<file path="config.mk">
export PLATFORM = sky130hd
export DESIGN_NAME = hw_multiplier
export DESIGN_NICKNAME = d
export VERILOG_FILES = /design/src/rtl/mult_pkg.sv /design/src/rtl/product_array.sv /design/src/rtl/hw_multiplier.sv
export SDC_FILE = /design/constraint.sdc
export NUM_CORES = 1
export LEC_CHECK = 0
export BUFFER_PORTS_ARGS = -buffer_cell sky130_fd_sc_hd__buf_4
export CORE_MARGIN = 5
export CORE_UTILIZATION = 35
export DETAILED_ROUTE_END_ITERATION = 6
export GPL_TIMING_DRIVEN = 1
export MAX_ROUTING_LAYER = met4
export PLACE_DENSITY_LB_ADDON = 0.15
export SYNTH_ARGS = -nofsm -noshare
export SYNTH_HDL_FRONTEND = slang
export SYNTH_SLANG_ARGS = --single-unit
</file>
<file path="constraint.sdc">
create_clock -name sys_clk -period 4.8 [get_ports sys_clk]
set_input_delay 0.96 -clock sys_clk [delete_from_list [all_inputs] [get_ports sys_clk]]
set_output_delay 0.96 -clock sys_clk [all_outputs]
set_load 0.02 [all_outputs]
</file>
<file path="src/rtl/mult_pkg.sv">
// Constants for the single-cycle 8x8 multiplier block.
// Assumes a register port with one-cycle read latency.
package mult_pkg;
  localparam int unsigned OPERAND_WIDTH = 8;
  localparam int unsigned PRODUCT_WIDTH = 16;
  localparam int unsigned ADDR_WIDTH    = 4;
  localparam logic [3:0] OFFSET_PRODUCT_LOW  = 4'h0;
  localparam logic [3:0] OFFSET_PRODUCT_HIGH = 4'h1;
  localparam logic [3:0] OFFSET_WORKING      = 4'h2;
  localparam logic [3:0] OFFSET_STATUS       = 4'h3;
  localparam logic [7:0] RESET_PRODUCT_LOW   = 8'h00;
  localparam logic [7:0] RESET_PRODUCT_HIGH  = 8'h00;
  localparam logic [7:0] RESET_WORKING       = 8'h00;
  localparam logic [7:0] RESET_STATUS        = 8'h00;
  localparam int unsigned MULTIPLY_CYCLES    = 1;
endpackage

</file>
<file path="src/rtl/product_array.sv">
// Combinational unsigned array multiplier, partial products in a generate loop.
// Assumes the caller registers the result.
`timescale 1ns/1ns
`default_nettype none
module product_array #(
  parameter int unsigned WIDTH = 8
) (
  input  wire logic [WIDTH-1:0]   factor_a,
  input  wire logic [WIDTH-1:0]   factor_b,
  output logic      [2*WIDTH-1:0] product
);
  logic [2*WIDTH-1:0] partial [WIDTH];
  logic [2*WIDTH-1:0] running [WIDTH+1];

  assign running[0] = '0;
  for (genvar i = 0; i < WIDTH; i++)
  begin : g_row
    assign partial[i] = factor_b[i] ? ({{WIDTH{1'b0}}, factor_a} << i) : '0;
    assign running[i+1] = running[i] + partial[i];
  end
  assign product = running[WIDTH];
endmodule
`default_nettype wire

</file>
<file path="src/rtl/hw_multiplier.sv">
// ALU multiplier with product register pair, working register and status flags.
// Assumes a decoder pulses mul_go with the file operand; register port is synchronous.
// Overview of operation
// RULE_01: Unsigned 8x8 multiply finishes in one instruction cycle, never stalls.
// RULE_02: Upper product byte goes to high byte, lower to low byte.
// RULE_03: Multiply leaves carry, digit carry, zero and overflow flags untouched.
// RULE_04: One multiply instruction: working register times addressed file operand.
// RULE_05: Software forms signed products by subtracting operands from the high byte.
// RULE_06: Software builds 16x16 products from four weighted 8x8 partial products.
// RULE_07: Product bytes hold until next multiply or a software write; readable.
`timescale 1ns/1ns
`default_nettype none
module hw_multiplier
  import mult_pkg::*;
(
  input  wire logic                                sys_clk,
  input  wire logic                                rst_n,
  input  wire logic                                mul_go,
  input  wire logic [mult_pkg::OPERAND_WIDTH-1:0]  file_operand,
  input  wire logic                                flags_load,
  input  wire logic [7:0]                          flags_in,
  input  wire logic [mult_pkg::ADDR_WIDTH-1:0]     reg_addr,
  input  wire logic [7:0]                          reg_wdata,
  input  wire logic                                reg_wr,
  input  wire logic                                reg_rd,
  output logic      [7:0]                          reg_rdata,
  output logic      [mult_pkg::OPERAND_WIDTH-1:0]  product_high_byte,
  output logic      [mult_pkg::OPERAND_WIDTH-1:0]  product_low_byte,
  output logic      [7:0]                          alu_status_register,
  output logic                                     mul_done
);
  import mult_pkg::*;

  typedef struct packed {
    logic [7:0] prod_high;
    logic [7:0] prod_low;
    logic [7:0] working;
    logic [7:0] status;
    logic [7:0] rdata;
    logic       done;
  } state_s;

  state_s state_reg;
  state_s state_next;
  logic [PRODUCT_WIDTH-1:0] product_wire;

  // One-cycle combinational product
  product_array #(
    .WIDTH (OPERAND_WIDTH)
  ) u_array (
    .factor_a (state_reg.working),
    .factor_b (file_operand),
    .product  (product_wire)
  );

  always_comb
  begin
    state_next = state_reg;
    state_next.done = mul_go; // [RULE_01]
    state_next.rdata = 8'h00;
    if (reg_wr)
    begin
      case (reg_addr)
        OFFSET_PRODUCT_LOW:  state_next.prod_low  = reg_wdata; // [RULE_07]
        OFFSET_PRODUCT_HIGH: state_next.prod_high = reg_wdata; // [RULE_07]
        OFFSET_WORKING:      state_next.working   = reg_wdata;
        OFFSET_STATUS:       state_next.status    = reg_wdata;
        default:             state_next.rdata     = 8'h00;
      endcase
    end
    if (flags_load)
    begin
      state_next.status = flags_in;
    end
    // Multiply wins over a same-cycle software write
    if (mul_go)
    begin
      state_next.prod_high = product_wire[15:8]; // [RULE_02] [RULE_04]
      state_next.prod_low  = product_wire[7:0];  // [RULE_02]
      state_next.status    = state_reg.status;   // [RULE_03]
    end
    if (reg_rd)
    begin
      case (reg_addr)
        OFFSET_PRODUCT_LOW:  state_next.rdata = state_reg.prod_low; // [RULE_07]
        OFFSET_PRODUCT_HIGH: state_next.rdata = state_reg.prod_high;
        OFFSET_WORKING:      state_next.rdata = state_reg.working;
        OFFSET_STATUS:       state_next.rdata = state_reg.status;
        default:             state_next.rdata = 8'h00;
      endcase
    end
  end

  always_ff @(posedge sys_clk or negedge rst_n)
  begin
    if (!rst_n)
    begin
      state_reg <= '{prod_high: RESET_PRODUCT_HIGH, prod_low: RESET_PRODUCT_LOW,
                     working: RESET_WORKING, status: RESET_STATUS,
                     rdata: 8'h00, done: 1'b0};
    end
    else
    begin
      state_reg <= state_next;
    end
  end

  assign reg_rdata           = state_reg.rdata;
  assign product_high_byte   = state_reg.prod_high;
  assign product_low_byte    = state_reg.prod_low;
  assign alu_status_register = state_reg.status;
  assign mul_done            = state_reg.done;

  // Checks
  localparam int MUL_LATENCY = int'(MULTIPLY_CYCLES);
  logic sel_low;
  logic sel_high;
  logic sel_working;
  logic sel_status;
  logic sel_mapped;

  always_comb
  begin
    sel_low     = (reg_addr == OFFSET_PRODUCT_LOW);
    sel_high    = (reg_addr == OFFSET_PRODUCT_HIGH);
    sel_working = (reg_addr == OFFSET_WORKING);
    sel_status  = (reg_addr == OFFSET_STATUS);
    sel_mapped  = sel_low | sel_high | sel_working | sel_status;
  end

  single_cycle_a: assert property (@(posedge sys_clk) disable iff (!rst_n) // [RULE_01]
    mul_go |=> mul_done)
    else $error("multiply did not finish in one cycle");
  product_value_a: assert property (@(posedge sys_clk) disable iff (!rst_n) // [RULE_02]
    mul_go |=> {product_high_byte, product_low_byte} ==
      16'($past(state_reg.working)) * 16'($past(file_operand)))
    else $error("product wrong");
  flags_kept_a: assert property (@(posedge sys_clk) disable iff (!rst_n) // [RULE_03]
    (mul_go && !flags_load) |=> $stable(alu_status_register))
    else $error("multiply changed flags");
  operand_source_a: assert property (@(posedge sys_clk) disable iff (!rst_n) // [RULE_04]
    (mul_go && file_operand == 8'h01) |=> product_low_byte == $past(state_reg.working))
    else $error("working register not used as operand");
  product_hold_a: assert property (@(posedge sys_clk) disable iff (!rst_n) // [RULE_07]
    (!mul_go && !reg_wr) |=> $stable({product_high_byte, product_low_byte}))
    else $error("product changed without cause");
  high_write_a: assert property (@(posedge sys_clk) disable iff (!rst_n) // [RULE_07]
    (reg_wr && !mul_go && reg_addr == OFFSET_PRODUCT_HIGH) |=>
      product_high_byte == $past(reg_wdata))
    else $error("high byte write lost");
  low_read_a: assert property (@(posedge sys_clk) disable iff (!rst_n) // [RULE_07]
    (reg_rd && reg_addr == OFFSET_PRODUCT_LOW) |=> reg_rdata == $past(product_low_byte))
    else $error("low byte read wrong");
  done_pulse_a: assert property (@(posedge sys_clk) disable iff (!rst_n) // [RULE_01]
    !mul_go |=> !mul_done)
    else $error("done without multiply");

  // Multiply path
  latency_a: assert property (@(posedge sys_clk) disable iff (!rst_n) // [RULE_01]
    mul_go |-> ##[1:MUL_LATENCY] mul_done)
    else $error("multiply latency wrong");
  back_to_back_a: assert property (@(posedge sys_clk) disable iff (!rst_n) // [RULE_01]
    (mul_go ##1 mul_go) |=> mul_done)
    else $error("back to back multiply stalled");
  mul_flags_any_a: assert property (@(posedge sys_clk) disable iff (!rst_n) // [RULE_03]
    mul_go |=> $stable(alu_status_register))
    else $error("multiply cycle changed flags");
  high_value_a: assert property (@(posedge sys_clk) disable iff (!rst_n) // [RULE_02]
    mul_go |=>
      product_high_byte == 8'((16'($past(state_reg.working)) *
                               16'($past(file_operand))) >> 8))
    else $error("high product byte wrong");
  low_value_a: assert property (@(posedge sys_clk) disable iff (!rst_n) // [RULE_02]
    mul_go |=>
      product_low_byte == 8'(16'($past(state_reg.working)) *
                             16'($past(file_operand))))
    else $error("low product byte wrong");
  zero_factor_a: assert property (@(posedge sys_clk) disable iff (!rst_n) // [RULE_02]
    (mul_go && (file_operand == 8'h00 || state_reg.working == 8'h00)) |=>
      {product_high_byte, product_low_byte} == 16'h0000)
    else $error("zero factor gave nonzero product");
  working_kept_a: assert property (@(posedge sys_clk) disable iff (!rst_n) // [RULE_04]
    (mul_go && !(reg_wr && sel_working)) |=> $stable(state_reg.working))
    else $error("multiply changed working register");
  working_write_a: assert property (@(posedge sys_clk) disable iff (!rst_n) // [RULE_04]
    (reg_wr && sel_working) |=> state_reg.working == $past(reg_wdata))
    else $error("working register write lost");
  flags_update_a: assert property (@(posedge sys_clk) disable iff (!rst_n) // [RULE_03]
    (flags_load && !mul_go) |=> alu_status_register == $past(flags_in))
    else $error("flag update lost");
  flags_write_a: assert property (@(posedge sys_clk) disable iff (!rst_n) // [RULE_03]
    (reg_wr && sel_status && !mul_go && !flags_load) |=>
      alu_status_register == $past(reg_wdata))
    else $error("status write lost");
  status_kept_a: assert property (@(posedge sys_clk) disable iff (!rst_n) // [RULE_03]
    (!mul_go && !flags_load && !(reg_wr && sel_status)) |=>
      $stable(alu_status_register))
    else $error("flags changed without cause");

  // Register port
  low_write_a: assert property (@(posedge sys_clk) disable iff (!rst_n) // [RULE_07]
    (reg_wr && !mul_go && sel_low) |=> product_low_byte == $past(reg_wdata))
    else $error("low byte write lost");
  high_kept_a: assert property (@(posedge sys_clk) disable iff (!rst_n) // [RULE_07]
    (!mul_go && !(reg_wr && sel_high)) |=>
      $stable(product_high_byte))
    else $error("high byte changed without cause");
  low_kept_a: assert property (@(posedge sys_clk) disable iff (!rst_n) // [RULE_07]
    (!mul_go && !(reg_wr && sel_low)) |=>
      $stable(product_low_byte))
    else $error("low byte changed without cause");
  high_read_a: assert property (@(posedge sys_clk) disable iff (!rst_n) // [RULE_07]
    (reg_rd && sel_high) |=> reg_rdata == $past(product_high_byte))
    else $error("high byte read wrong");
  working_read_a: assert property (@(posedge sys_clk) disable iff (!rst_n) // [RULE_04]
    (reg_rd && sel_working) |=> reg_rdata == $past(state_reg.working))
    else $error("working register read wrong");
  status_read_a: assert property (@(posedge sys_clk) disable iff (!rst_n) // [RULE_03]
    (reg_rd && sel_status) |=> reg_rdata == $past(alu_status_register))
    else $error("status read wrong");
  unmapped_read_a: assert property (@(posedge sys_clk) disable iff (!rst_n) // [RULE_07]
    (reg_rd && !sel_mapped) |=> reg_rdata == 8'h00)
    else $error("unmapped read not zero");
  read_idle_a: assert property (@(posedge sys_clk) disable iff (!rst_n) // [RULE_07]
    !reg_rd |=> reg_rdata == 8'h00)
    else $error("read data without read");
endmodule
`default_nettype wire

</file>
# Word-level counts from Yosys, hierarchy flattened
# Index checks and enable logic that the tools add are counted.
[classes] muxes=17 reduce_logical=10 n_eq_ne=3 bitwise=1 n_addsub=7
[ops] op="adder 16 bit" n=5
[ops] op="2-to-1 mux 8 bit" n=7
[ops] op="2-to-1 mux 40 bit" n=1
[ops] op="one-hot mux 8 bit (4 select lines)" n=1
[ops] op="adder 16 x 14 -> 16 bit" n=1
[ops] op="adder 16 x 15 -> 16 bit" n=1
[ops] op="2-to-1 mux 16 bit" n=1
[ops] op="2-to-1 mux 15 bit" n=1
[ops] op="2-to-1 mux 14 bit" n=1
[ops] op="2-to-1 mux 13 bit" n=1
[ops] op="2-to-1 mux 12 bit" n=1
[ops] op="2-to-1 mux 11 bit" n=1
[ops] op="2-to-1 mux 10 bit" n=1
[ops] op="nonzero test 2 bit" n=5
[ops] op="2-to-1 mux 9 bit" n=1
[ops] op="== test 4 x 2 -> 1 bit, second input constant" n=2
[ops] op="AND reduction 2 bit" n=3
[ops] op="== test 4 x 1 -> 1 bit, second input constant" n=1
[ops] op="logical NOT 4 bit" n=1
[ops] op="AND reduction 3 bit" n=1
[ops] op="inverter 1 bit" n=1
[word_totals] ff_bits=41

# Longest topological paths before layout
# Gate-level depths: netlist (run 1).
[depth] depth_word=9 depth_mapped=16

# By module
# A second synthesis (run 1) with hierarchy kept.
[hier_totals] cells_unflattened=442 hier_area_um2=4300.4
[by_module_without_submodules] module="hw_multiplier" cells_per_inst=212 instances=1 area_per_inst_um2=2328.5
[by_module_without_submodules] module="product_array" cells_per_inst=230 instances=1 area_per_inst_um2=1971.9

# Worst setup path before layout (run 1)
# Ideal clock, no wire load.
[synth_path] path_kind="input port to flip-flop" start="input port file_operand[7] (netlist bit)" end="register state_reg (netlist bit product_high_byte[7])" required_time_ns=4.673 cell_stages=15 path_slack_ns=0.221 t_arrival_ns=4.452 path_buffers=0 path_cell_list="and2_1 fa_1 inv_1 fa_1 inv_1 fa_1 inv_1 fa_1 inv_1 ha_1 o21a_1 a21oi_1 or3_1 a21oi_1 nor3b_1"
[synth_between] elab_chain_len=3
[synth_lines] item="start, declared" line="hw_multiplier.sv:19" source="input wire logic [mult_pkg::OPERAND_WIDTH-1:0] file_operand,"
[synth_lines] item="2-to-1 mux 15 bit" line="product_array.sv:18" source="assign partial[i] = factor_b[i] ? ({{WIDTH{1'b0}}, factor_a} << i) : '0;"
[synth_lines] item="adder 16 x 15 -> 16 bit" line="product_array.sv:19" source="assign running[i+1] = running[i] + partial[i];"
[synth_lines] item="2-to-1 mux 16 bit" line="hw_multiplier.sv:76" source="if (mul_go)"
[synth_lines] item="end signal, assigned" line="hw_multiplier.sv:98" source="state_reg <= '{prod_high: RESET_PRODUCT_HIGH, prod_low: RESET_PRODUCT_LOW,"
[synth_lines] item="end signal, assigned" line="hw_multiplier.sv:104" source="state_reg <= state_next;"
[synth_lines] item="end, declared" line="hw_multiplier.sv:43" source="state_s state_reg;"
# Every way passes these cells.
# A chain may end at the register's enable or synchronous reset.

# Worst setup path after layout (run 1)
[layout_path] start="input port file_operand[5] (netlist bit)" end="register state_reg (netlist bit product_high_byte[7])"
[layout_between] elab_chain_len=5
[layout_lines] item="2-to-1 mux 13 bit" line="product_array.sv:18"
[layout_lines] item="adder 16 bit" line="product_array.sv:19"
[layout_lines] item="adder 16 x 14 -> 16 bit" line="product_array.sv:19"
[layout_lines] item="adder 16 x 15 -> 16 bit" line="product_array.sv:19"
[layout_lines] item="2-to-1 mux 16 bit" line="hw_multiplier.sv:76"
# Every way passes these cells.

==> results of run 1 <==
power by group:
part / leakage [uW] / internal, uW / switching, uW
clock: 0.0000800 / 246 / 142
sequential: 0.000506 / 437 / 113
combinational: 0.00179 / 860 / 941
area by class of cell:
type / count / area, sq um
fill: 1164 / 6750
multi-input combinational: 313 / 2660
sequential: 41 / 1030
timing repair buffer: 79 / 593
tap: 143 / 179
inverter: 36 / 135
clock buffer: 5 / 125
clock inverter: 3 / 46.3
through the flow:
| stage | instance area [sq um] | TNS (ns) |
|---|---|---|
| 4_1_cts | 4760 | 0 |
| 2_1_floorplan | 4140 | 0 |
| 3_3_place_gp | 4590 | -0.0273 |
| 5_1_grt | 4760 | 0 |
| 6_report | 4760 | 0 |
| 3_5_place_dp | 4590 | -0.0887 |
per-layer routing:
layer | vias up | part of all wire, %
met2 | 65 | 50
met4 | 0 | 1.1
met1 | 1604 | 45
met5 | - | 0
li1 | 1499 | -
met3 | 7 | 3.3
critical path: stages:
cell and delay, ns:
buf_4 0.13, and2_1 0.17, fa_1 0.52, fa_1 0.52, fa_1 0.50, ha_1 0.30, ha_1 0.22, fa_1 0.39
a211o_1 0.32, a21oi_1 0.26, or3_1 0.18, nand3_1 0.07, nor3b_1 0.15
placed cells by master (no fill, tap or decap), types with 9 or more instances in the layout:
master	instances
a21oi_1	39
ha_1	31
nor2_1	26
buf_4	79
mux2i_1	9
and2_1	45
mux2_2	16
a211oi_1	9
fa_1	38
dfrtp_1	41
nand2_1	45
inv_1	36
final timing paths:
check                                         start              endpoint  slack (ns)
worst max-delay path                file_operand[5]  product_high_byte[7]        0.26
worst min-delay path            product_low_byte[0]          reg_rdata[0]        0.55
worst max register to register        state_reg[20]  product_high_byte[7]        0.47
worst min register to register  product_low_byte[0]          reg_rdata[0]        0.55
max in group asynchronous                     rst_n          reg_rdata[1]        3.76
min in group asynchronous                     rst_n   product_low_byte[2]        0.64
cell usage after synthesis, drive strengths merged:
library cell   n  area (sq um)
and4b          1          10.0
xnor2          3          26.3
a211o          2          17.5
o2111a         1          11.3
inv           36           135
o21ai          8          40.0
o41ai          1          8.76
a211oi         9          67.6
a21o           4          30.0
clkbuf        12          45.0
buf           36           272
nand4          2          12.5
ha            31           388
nor4b          1          23.8
nand2b         2          12.5
mux2          16           180
a31oi          2          12.5
a22oi          8          60.1
o21a           1          7.51
o21bai         2          15.0
nand3b         1          11.3
mux2i          9          90.1
nor3b          2          26.3
nor4           2          27.5
fa            38           761
xor2           2          17.5
nor2          27           109
and2          45           282
or3            1          6.26
nand2         47           181
nor3           1          5.00
dfrtp         41          1030
nand3          5          25.0
a21oi         39           195
cell families after synthesis:
group | Yosys count | share of synthesized area (%)
AO/OA/AOI/OAI | 77 | 11.2
XOR/XNOR | 5 | 1.06
adder cells (fa/ha/maj) | 69 | 27.8
buffers and inverters | 84 | 10.9
flip-flops | 41 | 24.8
multiplexers | 25 | 6.53
AND/OR/NAND/NOR | 137 | 17.7
==> results.json, run 1 <==
{
  "max_freq_mhz": 220,
  "yosysSeqAreaShare_pct": 24.8,
  "io_buffers": 66,
  "pwr_density_cell_nw_per_um2": 575,
  "synthDistinctLibCells": 42,
  "met2_usage_pct": 25.8,
  "route.detailed.drc": 0,
  "max_cap_viol_count": 0,
  "syn_to_final_growth_pct": 15.1,
  "path_max_fanout": 6,
  "grt_pass1_wl_mm": 17.5,
  "hpwl_mm": 8.33,
  "whs_ns": 0.553,
  "fin_cells": 620,
  "final.period_utilization_pct": 94.6,
  "met3_usage_pct": 2.24,
  "die_area_sq_um": 14100,
  "dp.cells": 612,
  "yosysWarnings": 0,
  "nets": 579,
  "vias": 3175,
  "wl_per_cell_microns": 16.7,
  "gp_routability_congestion": 0.814,
  "clock-root-buffer": "clkbuf_16",
  "clock_latency_ns": 0.29,
  "core_area_sq_um": 11500,
  "ir_worst_vdd_v": 0.000322,
  "cp.arrival_ns": 4.71,
  "hold_depth": 2,
  "cts_buffer_depth": 2,
  "drive_gt1_share_pct": 23.1,
  "first_pass_iters": 4,
  "relSlewSlack_pct": 58.7,
  "io_pins": 67,
  "die-height_microns": 119,
  "status": "completed",
  "utilization_pct": 41.4,
  "finalCriticalPeriod_ns": 4.54,
  "power.leakage_uw": 0.00237,
  "r2r_cells": 15,
  "skew_ns": 0.00364,
  "fin_ws_ns": 0.257,
  "routed_via_density": 5.12,
  "grt_busiest_layer": "met2",
  "die_w_microns": 119,
  "synth_seq_cells": 41,
  "totalWireLength_mm": 10.4,
  "cts_hold_buf": 0,
  "worst-setup-path-type": "in2reg",
  "syn_avg_cell_area_sq_um": 9.45,
  "syn_area_sq_um": 4140,
  "antenna_left": 0,
  "cts_buffers": 5,
  "start_kind": "input pin",
  "cts_setup_buffers": 0,
  "grt_max_degree": 42,
  "gr-total-overflow": 0,
  "crit_path_end_kind": "register",
  "cts_tree": "yes",
  "grt_pass1_vias": 3403,
  "clk_pin_slew_ns": 0.06,
  "hold_path_class": "reg2reg",
  "antenna_found_initial": 0,
  "grt_usage_pct": 15.7,
  "worstPathRequired_ns": 4.96,
  "synth_nets": 541,
  "setup_viol": 0,
  "drt_iter0_markers": 169,
  "rsz0062_at_grt": "no",
  "row_count": 39,
  "start_util_pct": 35.9,
  "place_ws_ns": -0.0494,
  "grt_util_met1_pct": 20.8,
  "post_cts_resized": 0,
  "syn_inst": 438,
  "clock_sinks": 41,
  "diodes": 0,
  "h-tree-depth": 2,
  "drv_slew": 0,
  "tightest_slew_ns": 0.614,
  "hold_viol_final": 0,
  "finalPower_uw": 2740
}
Power figures use the tool's default switching activity.
==> inputs of run 2 (changes only) <==
- RECOVER_POWER: not set -> 50
- SETUP_SLACK_MARGIN: not set -> 0.1
==> results.json, run 2 (synthesis results as in run 1) <==
{
  "whs_ns": 0.552,
  "cp.arrival_ns": 4.68,
  "grt_pass1_vias": 3403,
  "max_cap_viol_count": 1,
  "routed_via_density": 5.13,
  "setup_tns_ns": 0,
  "clock_sinks": 41,
  "worstPathRequired_ns": 4.96,
  "antenna_found_initial": 0,
  "drv_slew": 42,
  "path_max_fanout": 6,
  "vias": 3181,
  "relSlewSlack_pct": -49.0,
  "place_ws_ns": -0.0494,
  "clock_latency_ns": 0.29,
  "skew_ns": 0.00362,
  "final.period_utilization_pct": 94.1,
  "met2_usage_pct": 25.8,
  "cts_tree": "yes",
  "start_util_pct": 35.9,
  "hold_viol_final": 0,
  "first_pass_iters": 4,
  "grt_util_met1_pct": 20.8,
  "gp_routability_congestion": 0.814,
  "power.leakage_uw": 0.00232,
  "ir_worst_vdd_v": 0.000328,
  "drt_iter0_markers": 175,
  "setup_viol": 0,
  "die_area_sq_um": 14100,
  "core_area_sq_um": 11500,
  "grt_busiest_layer": "met2",
  "fin_cells": 620,
  "start_kind": "input pin",
  "tightest_slew_ns": 2.23,
  "h-tree-depth": 2,
  "die_w_microns": 119,
  "grt_pass1_wl_mm": 17.5,
  "crit_path_end_kind": "register",
  "io_buffers": 66,
  "fin_ws_ns": 0.282,
  "wl_per_cell_microns": 16.8,
  "syn_to_final_growth_pct": 14.8,
  "finalCriticalPeriod_ns": 4.52,
  "layout_common_cells": "buf_4 (62), and2_1 (45), nand2_1 (45)",
  "hold_path_class": "reg2reg",
  "hpwl_mm": 8.33,
  "nets": 579,
  "antenna_left": 0,
  "violations": "capacitance limit, slew limit",
  "cts_hold_buf": 0,
  "cts_buffers": 5,
  "drive_gt1_share_pct": 21.4,
  "clk_pin_slew_ns": 0.06,
  "route.detailed.drc": 0,
  "row_count": 39,
  "die-height_microns": 119,
  "rsz0062_at_grt": "no",
  "mostFrequentLayoutCell": "buf_4",
  "grt_usage_pct": 15.7,
  "totalWireLength_mm": 10.4,
  "gr-total-overflow": 0,
  "clock-root-buffer": "clkbuf_16",
  "nFillCells": 1173,
  "status": "complete, but fails checks",
  "dp.cells": 612,
  "met3_usage_pct": 2.24,
  "max_freq_mhz": 221,
  "grt_max_degree": 42,
  "io_pins": 67,
  "worst-setup-path-type": "in2reg",
  "diodes": 0,
  "cts_buffer_depth": 2,
  "pwr_density_cell_nw_per_um2": 594
}
-- run 2: changes by cell type in the layout (fill, tap and decap cells not counted), sizes merged --
cell	change
buf	-17
clkbuf	+17
-- run 2: path summary, 6_finish.rpt --
| check | startpoint | endpoint | slack, ns | cells after the start |
|---|---|---|---|---|
| max | file_operand[5] | product_high_byte[7] | 0.28 | 13 |
| max in group asynchronous | rst_n | mul_done | 2.20 | 1 |
| min reg2reg | product_low_byte[0] | reg_rdata[0] | 0.55 | 2 |
| max reg2reg | state_reg[20] | product_high_byte[7] | 0.50 | 15 |
| min in group asynchronous | rst_n | product_low_byte[2] | 1.33 | 1 |
| min | product_low_byte[0] | reg_rdata[0] | 0.55 | 2 |
-- run 2: per-layer routing --
metal | wire length, microns | share of wire, %
met3 | 365 | 3.5
met2 | 5150 | 49
met1 | 4750 | 46
met4 | 155 | 1.5
met5 | 0 | 0
-- run 2: where the power goes --
part | switching, uW | internal (uW) | total (uW)
Clock | 144 | 246 | 390
Combinational | 991 | 892 | 1880
Sequential | 112 | 438 | 549
Total | 1250 | 1580 | 2820
-- run 2: final cells by class --
| class | count | area, sq um | area share [%] |
|---|---|---|---|
| Tap cell | 143 | 179 | 3.77 |
| Sequential cell | 41 | 1030 | 21.6 |
| Multi-Input combinational cell | 313 | 2710 | 57.0 |
| Inverter | 36 | 135 | 2.84 |
| Timing Repair Buffer | 79 | 529 | 11.1 |
| Clock buffer | 5 | 125 | 2.63 |
| Clock inverter | 3 | 46.3 | 0.974 |
-- run 2: critical path, stage by stage --
cell and delay [ns]:
buf_4 0.13, and2_1 0.17, fa_1 0.52, fa_1 0.52, fa_1 0.50, ha_1 0.30, ha_1 0.22, fa_1 0.39
a211o_1 0.34, a21oi_2 0.21, or3_4 0.17, nand3_1 0.06, nor3b_2 0.17
-- run 2: what timing repair did --
| item | CTS | global route |
|---|---|---|
| setup endpoints to repair | 0 | 3 |
| gates resized for setup | 0 | 9 |
| buffers inserted | 0 | 0 |
-- run 2: through the flow --
| step | area (sq um) | utilization, % | power, uW |
|---|---|---|---|
| floorplan | 4140 | - | 1850 |
| global placement | 4590 | 39.9 | 2370 |
| detailed placement | 4590 | 39.9 | 2380 |
| CTS | 4760 | 41.4 | 2780 |
| global route | 4750 | 41.3 | 3150 |
| finish | 4750 | 41.3 | 2820 |
